[src/dmrs_pkg.sv]
// Purpose: constants and types for the first loop mode and reference select block
// Assumes: one 8-bit register at index 0x33, reset 0x03
// Notes: priorities 0..6 valid, 7 disables a reference for automatic selection only
package dmrs_pkg;
   // ==========================================
   // register map
   localparam logic [7:0] DMRS_MODE_REFSEL_ADDR = 8'h33;
   localparam logic [7:0] DMRS_MODE_REFSEL_RESET = 8'h03;
   localparam int DMRS_MODE_LSB = 0;
   localparam int DMRS_FB_BIT = 5;
   localparam int DMRS_SEL_LSB = 6;
   localparam logic [2:0] DMRS_RSVD_RESET = 3'h0;
   localparam logic [2:0] DMRS_PRIO_DISABLED = 3'h7;
   localparam int DMRS_NUM_REFS = 4;

   // ==========================================
   // mode codes and loop states
   typedef enum logic [1:0] {
      DMRS_MODE_FREERUN = 2'h0,
      DMRS_MODE_HOLDOVER = 2'h1,
      DMRS_MODE_FORCED = 2'h2,
      DMRS_MODE_AUTO = 2'h3
   } dmrs_mode_e;

   typedef enum logic [1:0] {
      DMRS_LOOP_FREERUN,
      DMRS_LOOP_HOLDOVER,
      DMRS_LOOP_LOCKED
   } dmrs_loop_e;

   // loop steering bundle
   typedef struct packed {
      dmrs_loop_e state;
      logic [1:0] ref_index;
      logic use_feedback;
   } dmrs_ctrl_s;
endpackage : dmrs_pkg

[src/dmrs_auto_select.sv]
// Purpose: automatic reference chooser
// Assumes: availability and priorities on the same clock
// Notes: revertive across priorities, non-revertive within one
`timescale 1ns/1ns
module dmrs_auto_select
   import dmrs_pkg::*;
(
   // clock and reset
   input wire logic clk_in,
   input wire logic rst_in,
   // control
   input wire logic enable_in,
   input wire logic [3:0] avail_in,
   input wire logic [11:0] prio_in,
   // result
   output logic [1:0] sel_out,
   output logic any_out
);
   // ==========================================
   // best candidate search
   logic [1:0] sel_r;
   logic [1:0] best;
   logic [2:0] best_p;
   logic found;
   logic [2:0] cur_p;
   logic cur_ok;
   logic [3:0] usable;

   genvar g;
   generate
      for (g = 0; g < DMRS_NUM_REFS; g++) begin : g_use
         assign usable[g] = avail_in[g] && (prio_in[3*g +: 3] != DMRS_PRIO_DISABLED);
      end
   endgenerate

   // lowest number wins, first index on ties
   always_comb begin
      best = 2'h0;
      best_p = DMRS_PRIO_DISABLED;
      found = 1'b0;
      for (int i = 0; i < DMRS_NUM_REFS; i++) begin
         if (usable[i] && (!found || prio_in[3*i +: 3] < best_p)) begin
            best = i[1:0];
            best_p = prio_in[3*i +: 3];
            found = 1'b1;
         end
      end
   end

   assign cur_p = prio_in[3*sel_r +: 3];
   assign cur_ok = usable[sel_r];
   assign any_out = found;
   assign sel_out = sel_r;

   // keep current on equal priority; move to strictly better or when current fails
   always_ff @(posedge clk_in or posedge rst_in) begin
      if (rst_in) begin
         sel_r <= 2'h0;
      end else if (enable_in && found && (!cur_ok || best_p < cur_p)) begin
         sel_r <= best;
      end
   end
endmodule : dmrs_auto_select

[src/dmrs_mode_refsel.sv]
// Purpose: mode and reference selection register for the first loop
// Assumes: byte register port from the serial interface, same clock
// Notes: availability inputs are synchronised here
// ==========================================
// timing summary
// a register write takes effect at the edge that sees the strobe
// readback is combinational, so a read sees the new byte right away
// reference availability pins cross two flops before any decision
// the automatic choice adds one edge, loop steering one more
// priorities come on this clock, so a priority change acts at once
// feedback phase is registered once, one edge behind its input
//
// hazards and limitations
// a write in automatic mode drops the choice bits; they are status there
// leaving automatic mode keeps the last forced choice, not the auto pick
// reserved bits are stored and read back so software can restore them
// holdover reports the last locked reference as its frequency source
// the feedback phase is zeroed when unused, so the loop needs no mux
// a reference with priority seven never counts as available in auto
// the chooser keeps its pick while out of auto, so re-entry is hitless
`timescale 1ns/1ns
module dmrs_mode_refsel
   import dmrs_pkg::*;
(
   // clock and reset
   input wire logic SYS_CLK_IN,
   input wire logic RESET_IN,
   // register port
   input wire logic [7:0] REG_ADDR_IN,
   input wire logic [7:0] REG_WDATA_IN,
   input wire logic REG_WR_IN,
   output logic [7:0] REG_RDATA_OUT,
   // reference status and priorities
   input wire logic [3:0] REF_AVAIL_IN,
   input wire logic [11:0] REF_PRIO_IN,
   // feedback phase
   input wire logic [15:0] EXT_FB_PHASE_IN,
   // loop steering
   output logic [1:0] LOOP_STATE_OUT,
   output logic [1:0] LOOP_REF_OUT,
   output logic LOOP_USE_OSC_OUT,
   output logic [15:0] LOOP_FB_PHASE_OUT
);
   // ==========================================
   // register fields, split out of the stored byte
   logic [1:0] mode_r;
   logic fb_en_r;
   logic [1:0] choice_r;
   logic [2:0] rsvd_r;
   // synchronised reference availability
   logic [3:0] avail_s1_r;
   logic [3:0] avail_r;
   // loop steering state; holdover needs the last locked index
   logic [1:0] last_ref_r;
   logic [1:0] last_ref_nxt;
   dmrs_ctrl_s ctrl_r;
   dmrs_ctrl_s ctrl_nxt;
   logic [15:0] fb_phase_r;
   logic [15:0] fb_phase_nxt;
   // automatic chooser results
   logic [1:0] auto_sel;
   logic auto_any;
   // decode and selection wires
   logic addr_hit;
   logic wr_hit;
   logic is_auto;
   logic forced_ok;
   logic [1:0] shown_sel;
   logic [7:0] rd_word;

   // ==========================================
   // address decode, shared by the write path and the readback mux
   function automatic logic mode_reg_hit(input logic [7:0] addr);
      return addr == DMRS_MODE_REFSEL_ADDR;
   endfunction : mode_reg_hit

   // write strobe and mode decode
   assign addr_hit = mode_reg_hit(REG_ADDR_IN);
   assign wr_hit = REG_WR_IN && addr_hit;
   assign is_auto = (mode_r == DMRS_MODE_AUTO);
   // forced lock only holds while the chosen pin is seen available
   assign forced_ok = avail_r[choice_r];

   // register write; selection bits are status in auto, so writes there are dropped
   always_ff @(posedge SYS_CLK_IN or posedge RESET_IN) begin
      if (RESET_IN) begin
         mode_r <= DMRS_MODE_REFSEL_RESET[DMRS_MODE_LSB +: 2];
         fb_en_r <= DMRS_MODE_REFSEL_RESET[DMRS_FB_BIT];
         choice_r <= DMRS_MODE_REFSEL_RESET[DMRS_SEL_LSB +: 2];
         rsvd_r <= DMRS_RSVD_RESET;
      end else if (wr_hit) begin
         mode_r <= REG_WDATA_IN[DMRS_MODE_LSB +: 2];
         fb_en_r <= REG_WDATA_IN[DMRS_FB_BIT];
         rsvd_r <= REG_WDATA_IN[4:2];
         if (!is_auto) begin
            choice_r <= REG_WDATA_IN[DMRS_SEL_LSB +: 2];
         end
      end
   end

   // ==========================================
   // availability synchroniser, pins are asynchronous
   always_ff @(posedge SYS_CLK_IN or posedge RESET_IN) begin
      if (RESET_IN) begin
         avail_s1_r <= 4'h0;
         avail_r <= 4'h0;
      end else begin
         avail_s1_r <= REF_AVAIL_IN;
         avail_r <= avail_s1_r;
      end
   end

   // ==========================================
   // automatic chooser
   dmrs_auto_select u_auto (
      .clk_in(SYS_CLK_IN),
      .rst_in(RESET_IN),
      .enable_in(is_auto),
      .avail_in(avail_r),
      .prio_in(REF_PRIO_IN),
      .sel_out(auto_sel),
      .any_out(auto_any)
   );

   // readback: status in auto, control value otherwise
   // the auto view is the chooser's register, so it moves with the commit
   assign shown_sel = is_auto ? auto_sel : choice_r;
   assign rd_word = {shown_sel, fb_en_r, rsvd_r, mode_r};
   // other addresses read zero; this block owns one byte only
   assign REG_RDATA_OUT = addr_hit ? rd_word : 8'h00;

   // ==========================================
   // loop state decision
   always_comb begin
      ctrl_nxt.ref_index = last_ref_r;
      ctrl_nxt.use_feedback = fb_en_r;
      ctrl_nxt.state = DMRS_LOOP_FREERUN;
      last_ref_nxt = last_ref_r;
      // all four codes are legal, so no default branch
      unique case (dmrs_mode_e'(mode_r))
         // oscillator only; choice field and references ignored
         DMRS_MODE_FREERUN: begin
            ctrl_nxt.state = DMRS_LOOP_FREERUN;
         end
         // hold the last locked reference frequency, ignore the rest
         DMRS_MODE_HOLDOVER: begin
            ctrl_nxt.state = DMRS_LOOP_HOLDOVER;
         end
         // never move to another reference, even if one is up
         DMRS_MODE_FORCED: begin
            if (forced_ok) begin
               ctrl_nxt.state = DMRS_LOOP_LOCKED;
               ctrl_nxt.ref_index = choice_r;
               last_ref_nxt = choice_r;
            end else begin
               ctrl_nxt.state = DMRS_LOOP_HOLDOVER;
            end
         end
         // chooser pick while any reference is usable, holdover otherwise
         DMRS_MODE_AUTO: begin
            if (auto_any) begin
               ctrl_nxt.state = DMRS_LOOP_LOCKED;
               ctrl_nxt.ref_index = auto_sel;
               last_ref_nxt = auto_sel;
            end else begin
               ctrl_nxt.state = DMRS_LOOP_HOLDOVER;
            end
         end
      endcase
   end

   // feedback phase is forced to zero when compensation is off
   assign fb_phase_nxt = fb_en_r ? EXT_FB_PHASE_IN : 16'h0000;

   // ==========================================
   // loop steering registers
   // holdover keeps the last locked reference index as its frequency source
   always_ff @(posedge SYS_CLK_IN or posedge RESET_IN) begin
      if (RESET_IN) begin
         ctrl_r <= '{state: DMRS_LOOP_FREERUN, ref_index: 2'h0, use_feedback: 1'b0};
         last_ref_r <= 2'h0;
         fb_phase_r <= 16'h0000;
      end else begin
         ctrl_r <= ctrl_nxt;
         last_ref_r <= last_ref_nxt;
         fb_phase_r <= fb_phase_nxt;
      end
   end

   // ==========================================
   // outputs straight from the steering flops; only the oscillator flag is decoded from the state
   assign LOOP_STATE_OUT = ctrl_r.state;
   assign LOOP_REF_OUT = ctrl_r.ref_index;
   assign LOOP_USE_OSC_OUT = (ctrl_r.state == DMRS_LOOP_FREERUN);
   assign LOOP_FB_PHASE_OUT = fb_phase_r;
endmodule : dmrs_mode_refsel

[config.mk]
export PLATFORM = sky130hd
export DESIGN_NAME = dmrs_mode_refsel
export DESIGN_NICKNAME = d
export VERILOG_FILES = /design/src/dmrs_pkg.sv /design/src/dmrs_auto_select.sv /design/src/dmrs_mode_refsel.sv
export SDC_FILE = /design/constraint.sdc
export NUM_CORES = 1
export LEC_CHECK = 0
export BUFFER_PORTS_ARGS = -buffer_cell sky130_fd_sc_hd__buf_4
export CORE_MARGIN = 5
export CORE_UTILIZATION = 45
export CTS_BUF_LIST = sky130_fd_sc_hd__clkbuf_2
export DETAILED_ROUTE_END_ITERATION = 6
export PLACE_DENSITY = 0.76
export SLEW_MARGIN = 5
export SYNTH_ARGS = -nofsm -noshare
export SYNTH_HDL_FRONTEND = slang
export SYNTH_SLANG_ARGS = --single-unit
[constraint.sdc]
create_clock -name SYS_CLK_IN -period 4.9 [get_ports SYS_CLK_IN]
set_input_delay 0 -clock SYS_CLK_IN [delete_from_list [all_inputs] [get_ports SYS_CLK_IN]]
set_output_delay 0 -clock SYS_CLK_IN [all_outputs]
set_load 0.01 [all_outputs]
== Word level (Yosys, flattened, before mapping) ==
Cells that the tools add are included.
Cells by class
  $mul: 1
  order comparisons: 6
  shift operators: 1
  equal/unequal tests: 10
  reduce and logical (&&, ||, !) cells: 23
  bitwise gates (word level): 1
  muxes and demuxes: 24
Operators by type and width (count)
  $mux 16: 1
  $mux 2: 7
  $lt 3x3->1: 4
  $mux 3: 4
  $ne 3x3->1 const B: 4
  $shiftx 12x5->3: 1
  $logic_and 1x1->1: 10
  $eq 8x6->1 const B: 1
  $mux 8: 1
  $pmux 2 s4: 1
  $mux 1: 7
  $lt 2x3->1 const B: 2
  $bmux 1 s2: 2
  $eq 2x2->1 const B: 2
  $logic_not 1->1: 4
  $logic_not 2->1: 2
  $logic_or 1x1->1: 4
  $mul 2x2->4 const A: 1
  $pmux 2 s2: 1
  $reduce_and 3->1: 1
  $eq 2x1->1 const B: 1
  $ne 2x1->1 const B: 1
  $ne 2x2->1 const B: 1
  $reduce_and 2->1: 1
  other kinds (2): 2
Storage, ports and cells
  register bits after elaboration: 38
  logic and storage cells: 76
  input bits: 51
  output and inout bits: 29

== Longest topological paths before layout ==
Gate-level depths: netlist of the first run.
  word-level depth: 18
  depth in mapped cells: 25
  gate-level depth less buffers: 25

== By module ==
From an unflattened synthesis of the first run, not the netlist that was laid out.
Second synthesis, totals
  cells, all modules: 184
  area, all modules: 2123.3 µm²
By module, submodules not included
  dmrs_mode_refsel: area an instance 1388.8 µm², sequential area each 903.4 µm², times used 1, cells an instance 93
  dmrs_auto_select: area an instance 734.5 µm², sequential area each 50.0 µm², times used 1, cells an instance 91

== Least setup slack after synthesis of the first run ==
OpenSTA, ideal clock, no wires.
  path type: reg-to-reg
  start: register avail_r[0]
  end: register u_auto.sel_r[0], in the netlist u_auto.sel_out[0]
  stages on the path, launching flop included: 22
  data required time: 4772 ps
  path buffers: 0
  arrival: 4871 ps
  path slack: -98 ps
  setup time: 128 ps
  clock period less this slack: 4998 ps
  path through: dfrtp_1 > nor2b_1 > ha_1 > a21oi_1 > o21ai_0 > a21o_2 > a21o_1 > ha_1 > a2111oi_0 > a21o_2 > nand2_1 > and2_1 > ha_1 > a211oi_1 > o2111ai_1 > and2_1 > a31oi_1 > ha_1 > o21ai_0 > a221oi_2 > a211oi_2 > mux2_1
Between the ends
  cells in the longest elaborated chain, start to end: 17
  elaborated cells on any way between the ends: 31
  classes of those cells: order compare: 4; mux: 13; reduce/logical: 14
RTL lines
  start: declaration: line dmrs_mode_refsel.sv:52  | logic [3:0] avail_r;
  start signal: assignment: line dmrs_mode_refsel.sv:109  | avail_r <= avail_s1_r;
  $logic_and 1x1->1 (*): line dmrs_auto_select.sv:32  | assign usable[g] = avail_in[g] && (prio_in[3*g +: 3] != DMRS_PRIO_DISABLED);
  $mux 3 or $mux 1 (tied branches): line dmrs_auto_select.sv:42  | if (usable[i] && (!found || prio_in[3*i +: 3] < best_p)) begin
  $lt 3x3->1 or $logic_not 1->1 (tied branches): line dmrs_auto_select.sv:42
  $logic_or 1x1->1: line dmrs_auto_select.sv:42
  $logic_and 1x1->1: line dmrs_auto_select.sv:42
  $mux 3 or $mux 1 (tied branches): line dmrs_auto_select.sv:42
  $lt 3x3->1 or $logic_not 1->1 (tied branches): line dmrs_auto_select.sv:42
  $logic_or 1x1->1: line dmrs_auto_select.sv:42
  $logic_and 1x1->1: line dmrs_auto_select.sv:42
  $mux 3 or $mux 1 (tied branches): line dmrs_auto_select.sv:42
  $lt 3x3->1 or $logic_not 1->1 (tied branches): line dmrs_auto_select.sv:42
  $logic_or 1x1->1: line dmrs_auto_select.sv:42
  $logic_and 1x1->1: line dmrs_auto_select.sv:42
  $mux 3: line dmrs_auto_select.sv:42
  $lt 3x3->1: line dmrs_auto_select.sv:59  | end else if (enable_in && found && (!cur_ok || best_p < cur_p)) begin
  $logic_or 1x1->1: line dmrs_auto_select.sv:59
  $logic_and 1x1->1: line dmrs_auto_select.sv:59
  end signal: assignment: line dmrs_auto_select.sv:60  | sel_r <= best;
  end: declaration: line dmrs_auto_select.sv:21  | logic [1:0] sel_r;
Mark *: on every way between the ends. The rest lies on a longest branch, timed or not. The select of a mux whose other input is x is not followed.
A chain may end at the register's enable or synchronous reset.

== Final worst setup path of the first run ==
  start: register avail_r[0]
  end: register u_auto.sel_r[1], in the netlist u_auto.sel_out[1]
Same word-level chain as after synthesis.

==> results of run 1 <==
## final timing paths
| path | slack [ps] | cells after the start | end | start |
|---|---|---|---|---|
| worst min register to register | 380 | 0 | avail_r[0]$_DFF_PP0_ | avail_s1_r[0]$_DFF_PP0_ |
| min in group asynchronous | 250 | 4 | choice_r[1]$_DFFE_PP0P_ | RESET_IN |
| max in group asynchronous | 4310 | 4 | mode_r[1]$_DFFE_PP1P_ | RESET_IN |
| worst max register to register | 100 | 23 | u_auto.sel_out[1]$_DFFE_PP0P_ | avail_r[0]$_DFF_PP0_ |
| worst min-delay path | 140 | 3 | rsvd_r[2]$_DFFE_PP0P_ | REG_WR_IN |
| worst max-delay path | 100 | 23 | u_auto.sel_out[1]$_DFFE_PP0P_ | avail_r[0]$_DFF_PP0_ |
## cell usage in the layout (no fill, tap or decap), drive strengths merged, types with 7 or more instances in the layout
cell type and instances:
buf 104, a21o 8, and2 26, dfrtp 36, mux2 10, a21oi 9
nand2 12, o21ai 7, ha 8, inv 10, dlygate4sd3 31
## cell type report
class / instances / area, sq um
Clock buffer: 5 / 25.0
Clock inverter: 3 / 68.8
Fill cell: 268 / 898
Inverter: 10 / 37.5
Multi-Input combinational cell: 133 / 1240
Sequential cell: 38 / 953
Tap cell: 52 / 65.1
Timing Repair Buffer: 135 / 1090
## registers in the layout (all words and copies together), names as in the netlist, 3 cells and up
name	count
avail_r	4
avail_s1_r	4
LOOP_FB_PHASE_OUT	16
rsvd_r	3
## metal layers
metal / part of all wire / GRT usage
met1: 0.36 / 0.229
met2: 0.53 / 0.396
met3: 0.085 / 0.0648
met4: 0.019 / 0.0412
met5: 0 / 0
## critical path, delay by kind of cell (launching register included)
kind                       cells  cell delay [ps]
buffers and inverters          1              130
adders and majority gates      4              940
AOI/OAI and AO/OA             13             2180
and+or+nand+nor                4              720
DFF                            1              410
muxes                          1              340
## logic make-up (layout without fill, tap and decap cells)
logic type / count (synthesis) / count (layout) / share of synthesized area
simple gates: 63 / 63 / 0.174
compound gates: 45 / 45 / 0.161
flops: 38 / 38 / 0.467
mux: 17 / 17 / 0.124
buf+inv: 12 / 153 / 0.0257
fa+ha+maj: 8 / 8 / 0.0490
## metrics by stage
step	power [uW]	instances	util	hold WS, ps	instance area (sq um)
floorplan	454	183	-	31.4	2050
global placement	551	330	0.646	110	2830
detailed placement	555	330	0.646	111	2830
CTS	836	371	0.749	109	3280
global route	934	376	0.795	118	3490
finish	885	376	0.795	141	3490
## power by group through the flow
stage / registers, uW / logic, uW / clock network (uW)
after floorplan: 354 / 99.9 / 0
after global placement: 351 / 200 / 0
after detailed placement: 351 / 203 / 0
after CTS: 346 / 236 / 254
after global routing: 349 / 315 / 270
final: 346 / 291 / 248
## repair_timing
action,4_1_cts,5_1_grt
resized for setup,7,27
hold buffers,31,0
setup endpoints to repair,2,2
pin swaps,6,20
buffers inserted,2,5
endpoints found under the hold margin,64,0
cloned,0,0
==> impl_results.md, run 1 <==
- Most used cell, CP: ha_4
- Worst-Margin Slew: 875 ps
- Seq cells post-synth: 38
- Net Sw Power: 247 uW
- Slowest cell on the critical path: dfrtp_1
- Syn_nets: 242
- Final Cycle Share: 0.980
- Worst min path class: input port to register
- Maximum root-to-sink buffer count: 2
- Combinational fraction of design power: 0.329
- Largest area contributor in the netlist: dfrtp_1
- Chip width: 77.4 microns
- Die area: 5990 sq um
- Routed wire per std cell: 17.2 microns
- Data required time of the critical path: 5180 ps
- Die Span Y: 77.4 microns
- Post-synth EDFFs: 0
- CTS Buf Count: 5
- Max Clock Freq: 208 MHz
- Max-cap violations: 0
- Final Critical Period: 4800 ps
- Peak VDD IR: 0.233 mV
- Sequential Power Share: 0.391
- Clock Latency Late Sink: 390 ps
- Slew HR: 0.417
- Critical Path AT: 5090 ps
- Clock root cell: clkbuf_2
- I/O Buffers: 79
- Pre-CTS setup slack: -197 ps
- First-pass GRT wire length: 10.1 mm
- Final ANT Viol Nets: 0
- Vias in the first global route: 2125
- Switching Share: 0.279
- Final setup viols: 0
- Top cell type's share of synthesized area: 0.441
- PnR worst setup slack: 98.7 ps
- CP Capture Type: register
- Final hold violations: 0
- Max-slew violation count: 0
- Clock sinks: 38
- Layout cells sized above 1: 0.497
- Crit path launch type: register
- Cell internal pwr: 638 uW
- Largest fanout on the critical path: 5
- Clk slew on worst S/H paths: 220 ps
- Synth-to-layout area growth: 70.6%
- Status: completed
- Total track usage: 0.209
- Most frequent cell after synthesis: dfrtp_1
- Largest net degree at the start of global routing: 39
- Starting Density: 0.466
- Clk pwr share: 0.280
- Syn Inst Count: 183
- Synth area leaders: dfrtp_1 (44%), and2_1 (8.0%), ha_1 (4.9%)
- DPL Wire Length: 4.11 mm
- DRC: 0
- H-tree depth: 2
- Gpl congestion: 0.907
- Critical path cell sequence: nor2b_4 > ha_4 > a21oi_2 > o21ai_2 > a21o_2 > a21o_1 > ha_4 > o21ai_0 > a21o_2 > a211o_1 > and2_4 > ha_4 > o21a_1 > nor2_4 > o21ai_4 > and2_4 > a31oi_4 > ha_4 > buf_4 > o21ai_2 > a221oi_2 > a211oi_2 > mux2_1
- Final WL: 6.46 mm
- Slowest Stage Delay on Critical Path: 410 ps
- Post-synth top cells: dfrtp_1 (36), and2_1 (26), nand2_1 (12)
- Vias: 2035
- Sequential area share after synthesis: 0.467
- Pleak: 0.00173 uW
- Total negative slack: 0 ps
- Cell variety after synth: 40
- Yosys warnings: 0
- Ant diodes: 0
- Core Region: 4380 sq um
- Syn_area_per_cell: 11.2 sq um
- CTS tree: done
- Post-Syn Area: 2040 sq um
- Iter 0 DRT Violations: 126
- Worst Clk Skew: 17.4 ps
- RSZ-0062 raised after global routing: true
- Setup Crit Path Kind: register to register
- Initial DRT Pass Iterations: 4
- # rows: 24
- Nets: 382
- Gr ovfl total: 0
- Async set or reset register ratio after synthesis: 1.00
- Vias per Instance: 5.41
- I/O pin cnt: 80
- Pwr Density: 254 nW/um^2
- Initial antenna violation count: 0
- Ys flop type: dfrtp_1
Power figures use the tool's default switching activity.
==> run 2: changes to the inputs <==
--- a/config.mk
+++ b/config.mk
@@ -7,10 +7,11 @@
 export LEC_CHECK = 0
 export BUFFER_PORTS_ARGS = -buffer_cell sky130_fd_sc_hd__buf_4
 export CORE_MARGIN = 5
-export CORE_UTILIZATION = 45
+export CORE_UTILIZATION = 40
 export CTS_BUF_LIST = sky130_fd_sc_hd__clkbuf_2
 export DETAILED_ROUTE_END_ITERATION = 6
-export PLACE_DENSITY = 0.76
+export PLACE_DENSITY = 0.68
+export SETUP_SLACK_MARGIN = 0.02
 export SLEW_MARGIN = 5
 export SYNTH_ARGS = -nofsm -noshare
 export SYNTH_HDL_FRONTEND = slang
==> run 2 against run 1 <==
Against the previous run:
- clock power decreased by 23%
- count of clock-buffer cells in the layout increased by 2
- die area increased by 11%
- first-iteration DRC count decreased by 44%
- worst hold slack improved by 4.0 ps
- maximum frequency decreased by 0.19%
- final cell count increased by 3.7%
- combinational power decreased by 5%
- critical endpoint unchanged
- largest power group unchanged
==> impl_results.md, run 2 (same netlist as run 1, synthesis figures left out) <==
- Ant diodes: 0
- Worst-Margin Slew: 921 ps
- Chip width: 81.5 microns
- RSZ-0062 raised after global routing: true
- Commonest non-fill, non-tap cell in the layout: buf_4
- Crit path launch type: register
- Setup Crit Path Kind: register to register
- Die Span Y: 81.5 microns
- Max Clock Freq: 208 MHz
- DRC: 0
- Pwr Density: 237 nW/um^2
- Data required time of the critical path: 5200 ps
- Hold EP: mode_r[1]$_DFFE_PP1P_
- Total negative slack: 0 ps
- Clk slew on worst S/H paths: 190 ps
- Fill count: 366
- # rows: 26
- Register Area: 953 sq um
- Pleak: 0.00170 uW
- Vias: 1952
- I/O pin cnt: 80
- Vias per Instance: 5.01
- Final WL: 6.05 mm
- Core Region: 5040 sq um
- Worst Reg2Reg Path Length in Cells: 23
- Maximum root-to-sink buffer count: 2
- Number of flip-flops in the largest register: 16
- Slowest cell on the critical path: dfrtp_1
- DPL Wire Length: 4.23 mm
- Max-cap violations: 0
- Routed wire per std cell: 15.5 microns
- Util after Layout: 0.680
- I/O Buffers: 79
- First-pass GRT wire length: 9.45 mm
- Max-slew violation count: 0
- Clock root cell: clkbuf_2
- Most used cell, CP: ha_4
- H-tree depth: 2
- Critical Path AT: 5110 ps
- Slew HR: 0.386
- Final ANT Viol Nets: 0
- Slowest Stage Delay on Critical Path: 420 ps
- Final Critical Period: 4810 ps
- Commonest non-fill, non-tap cells in the layout: buf_4 (100), dfrtp_1 (36), dlygate4sd3_1 (31)
- Synth-to-layout area growth: 67.7%
- WHS Path Cells: 3
- Min-Delay Startpoint: REG_WR_IN
- Critical Path Start: avail_r[0]$_DFF_PP0_
- Clock sinks: 38
- CTS tree: done
- Clock Latency Late Sink: 380 ps
- Final hold violations: 0
- Final non-filler cell total: 390
- CP Capture Type: register
- Initial antenna violation count: 0
- Critical R2R Launch: avail_r[0]$_DFF_PP0_
- Peak VDD IR: 0.200 mV
- Gpl congestion: 0.845
- Worst min path class: input port to register
- Largest fanout on the critical path: 5
- Iter 0 DRT Violations: 70
- Worst Clk Skew: 25.2 ps
- Gr ovfl total: 0
- Starting Density: 0.405
- Multi-input gate area: 1220 sq um
- CTS Buf Count: 5
- Critical path cell sequence: nor2b_4 > ha_4 > a21oi_4 > o21ai_4 > a21o_2 > a21o_1 > ha_4 > or2_4 > a21oi_2 > a21o_2 > a211o_1 > and2_4 > ha_4 > a211oi_2 > o2111ai_2 > and2_4 > a31oi_4 > ha_4 > nand2_1 > and3_1 > a221oi_2 > a211oi_2 > mux2_4
- Reg2reg setup slack: 90 ps
- Dpl cells: 346
- Total track usage: 0.186
- Total power: 811 uW
- Final setup viols: 0
- Final Cycle Share: 0.982
- Vias in the first global route: 1974
- Layout cells sized above 1: 0.484
- Die area: 6640 sq um
- Nets: 378
- Worst R2R End: u_auto.sel_out[1]$_DFFE_PP0P_
- Largest net degree at the start of global routing: 39
- Status: completed
- Initial DRT Pass Iterations: 5
## run 2: cell types whose count changed in the layout (fill, tap and decap cells not counted), moves of 2 or more
cell      change
clkbuf_2      +2
mux2_4        +2
ha_4          -2
mux2_1        -2
buf_4         -4
## run 2: critical path, delay by kind of cell (launching register included)
kind | cells | cell delay, ps
simple gates | 6 | 890
fa+ha+maj | 4 | 940
compound gates | 12 | 2150
mux | 1 | 340
flops | 1 | 420
## run 2: final cells by class
cell class              count  share of cell area
clock buffers               7              0.0102
clock inverters             1             0.00876
inverters                  10              0.0110
multi-input cells         133               0.357
flip-flops and latches     38               0.278
well taps                  70              0.0256
repair buffers            131               0.310
## run 2: where the power goes
group	total [uW]	leakage (uW)	internal (uW)	switching, uW
Clock	190	0.0000432	91.0	99.3
Sequential	346	0.000496	333	12.6
Combinational	275	0.00116	159	116
Total	811	0.00170	583	228
## run 2: what timing repair did
| item | in CTS | in global routing |
|---|---|---|
| gates cloned | 0 | 0 |
| hold buffers | 31 | 0 |
| buffers inserted | 2 | 3 |
| pin swaps | 10 | 13 |
| hold endpoints to repair | 64 | 0 |
| setup endpoints to repair | 2 | 2 |
| resized for setup | 13 | 16 |
## run 2: per-layer routing
metal | vias up | part of all wire | global-route usage
met5 | - | 0 | 0
met2 | 65 | 0.52 | 0.327
met1 | 929 | 0.39 | 0.219
met4 | 0 | 0.014 | 0.0541
met3 | 10 | 0.075 | 0.0581
li1 | 948 | - | -
## run 2: stage by stage
| stage | area [sq um] | setup WS (ps) | hold slack [ps] |
|---|---|---|---|
| 6_report | 3430 | 89.7 | 145 |
| 5_1_grt | 3430 | -106 | 132 |
| 4_1_cts | 3290 | 36.2 | 110 |
| 3_5_place_dp | 2840 | -216 | 112 |
| 3_3_place_gp | 2840 | -110 | 110 |
| 2_1_floorplan | 2060 | 44.9 | 31.4 |
## run 2: how the worst max path moves through the flow
stage          depth (start not counted)                             to  slack, ps
2_1_floorplan                         22  u_auto.sel_out[0]$_DFFE_PP0P_         40
3_3_place_gp                          21  u_auto.sel_out[1]$_DFFE_PP0P_       -110
3_5_place_dp                          21  u_auto.sel_out[1]$_DFFE_PP0P_       -220
4_1_cts                               24  u_auto.sel_out[0]$_DFFE_PP0P_         40
5_1_grt                               22  u_auto.sel_out[1]$_DFFE_PP0P_       -110
6_report                              23  u_auto.sel_out[1]$_DFFE_PP0P_         90
==> run 3: changes to the inputs <==
==> constraint.sdc (replaced) <==
create_clock -name SYS_CLK_IN -period 4.9 [get_ports SYS_CLK_IN]
set_input_delay 1.47 -clock SYS_CLK_IN [delete_from_list [all_inputs] [get_ports SYS_CLK_IN]]
set_output_delay 1.47 -clock SYS_CLK_IN [all_outputs]
set_load 0.01 [all_outputs]
==> run 3 against run 2 <==
Against the previous run:
- the flow now finishes with violations (negative setup slack)
- clock skew down 10 ps
- clock power fell by 33%
- sequential share of layout area is 1.5 points higher
- worst setup slack got worse by 630 ps
- worst hold slack better by 220 ps
- routed wire length down 9.7%
- count of clock-buffer cells in the layout is 2 lower
- flip-flop and latch count did not move
- global-route usage is 2.2 points lower
- critical endpoint is now u_auto.sel_out[0]$_DFFE_PP0P_
- highest routed layer unchanged
==> impl_results.md, run 3 (same netlist as run 1, synthesis figures left out) <==
- Status: finished with violations
- Failing checks: negative setup slack
- Pwr Density: 231 nW/um^2
- Commonest non-fill, non-tap cell in the layout: buf_4
- Ant diodes: 0
- Initial DRT Pass Iterations: 4
- Data required time of the critical path: 5160 ps
- CP Capture Type: register
- Clk slew on worst S/H paths: 190 ps
- Core Region: 5040 sq um
- Gpl congestion: 0.853
- Number of flip-flops in the largest register: 16
- I/O Buffers: 79
- # rows: 26
- Starting Density: 0.405
- Maximum root-to-sink buffer count: 2
- Die Span Y: 81.5 microns
- Final hold violations: 0
- Max-slew violation count: 0
- H-tree depth: 2
- Placed cell area: 3020 sq um
- Critical R2R Launch: avail_r[0]$_DFF_PP0_
- Largest fanout on the critical path: 5
- Initial antenna violation count: 0
- Final hold slack: 370 ps
- Peak VDD IR: 0.171 mV
- Final Cycle Share: 1.11
- Synth-to-layout area growth: 59.4%
- Slew HR: 0.536
- Routed wire per std cell: 14.5 microns
- Vias: 1898
- Nets: 365
- DPL Wire Length: 4.37 mm
- Max-cap violations: 0
- Layout cells sized above 1: 0.567
- Commonest non-fill, non-tap cells in the layout: buf_4 (117), dfrtp_1 (36), and2_1 (23)
- CTS tree: done
- Critical Path Start: REF_PRIO_IN[1]
- Pleak: 0.00163 uW
- Max Clock Freq: 184 MHz
- Crit path launch type: input port
- RSZ-0062 raised after global routing: true
- Vias per Instance: 5.03
- Final WL: 5.46 mm
- Design Area, Final: 3260 sq um
- Total track usage: 0.165
- Critical Path AT: 5700 ps
- Clock root cell: clkbuf_2
- Worst min path class: register to register
- Final ANT Viol Nets: 0
- PnR worst setup slack: -538 ps
- Worst Clk Skew: 14.9 ps
- Worst-Margin Slew: 691 ps
- Min-Delay Startpoint: avail_s1_r[2]$_DFF_PP0_
- Final setup viols: 2
- Multi-input gate area: 1250 sq um
- Largest net degree at the start of global routing: 39
- Clock Latency Late Sink: 350 ps
- Clock sinks: 38
- Final Critical Period: 5440 ps
- Die area: 6640 sq um
- DRC: 0
- Iter 0 DRT Violations: 129
- Fill count: 424
- CTS Buf Count: 5
- Setup Crit Path Kind: input port to register
- Chip width: 81.5 microns
- Gr ovfl total: 0
- Register Area: 953 sq um
- Vias in the first global route: 1888
- First-pass GRT wire length: 8.38 mm
- I/O pin cnt: 80
## run 3: metrics by stage
| step | util | setup TNS [ps] | worst slack, ps | std cells | total power (uW) |
|---|---|---|---|---|---|
| final | 0.646 | -1070 | -538 | 377 | 753 |
| after global routing | 0.646 | -1260 | -633 | 377 | 801 |
| after CTS | 0.626 | -1140 | -574 | 372 | 729 |
| after detailed placement | 0.600 | -2240 | -1130 | 361 | 582 |
| after global placement | 0.600 | -2040 | -1020 | 361 | 577 |
| after floorplan | - | -1380 | -692 | 183 | 470 |
## run 3: where the power goes
part / leakage, uW / internal (uW) / switching, uW
clock network: 0.0000264 / 32.7 / 95.6
logic: 0.00111 / 161 / 118
registers: 0.000496 / 333 / 12.7
## run 3: path summary, 6_finish.rpt
| check | end | slack [ps] | cells past startpoint |
|---|---|---|---|
| min in group asynchronous | choice_r[0]$_DFFE_PP0P_ | 1200 | 3 |
| worst min-delay path | avail_r[2]$_DFF_PP0_ | 370 | 0 |
| worst max register to register | u_auto.sel_out[0]$_DFFE_PP0P_ | 130 | 26 |
| worst min register to register | avail_r[2]$_DFF_PP0_ | 370 | 0 |
| worst max-delay path | u_auto.sel_out[0]$_DFFE_PP0P_ | -540 | 25 |
| max in group asynchronous | mode_r[1]$_DFFE_PP1P_ | 3350 | 3 |
## run 3: layer usage
layer | track usage | vias to the layer above | part of all wire
li1 | - | 906 | -
met1 | 0.194 | 923 | 0.40
met2 | 0.280 | 63 | 0.51
met3 | 0.0603 | 6 | 0.075
met4 | 0.0490 | 0 | 0.012
met5 | 0 | - | 0
## run 3: cell type report
| type | count | area share |
|---|---|---|
| clock buffers | 5 | 0.00768 |
| well taps | 70 | 0.0269 |
| inverters | 10 | 0.0115 |
| clock inverters | 3 | 0.00499 |
| repair buffers | 118 | 0.273 |
| flip-flops and latches | 38 | 0.293 |
| multi-input cells | 133 | 0.383 |
## run 3: worst max-delay path, stage by stage
cell      delay [ps]
buf_6            100
nor2b_4          130
ha_4             220
a21oi_2          140
o21ai_2           90
a21o_2           220
a21o_1           190
ha_4             270
or2_4            110
a21oi_2           40
a21o_2           230
a211o_1          250
and2_4           150
ha_4             280
o21a_1           130
nor2_2            50
o21ai_2          240
and2_4           200
a31oi_4           80
ha_4             280
nand2_1           40
and3_1           160
a221oi_2         240
a211oi_2          70
mux2_1           310
## run 3: timing repair
action / in CTS / in global routing
gates resized for setup: 13 / 8
cloned: 0 / 0
setup endpoints to repair: 2 / 2
hold buffers: 0 / 0
buffers inserted: 3 / 5
pin swaps: 6 / 12
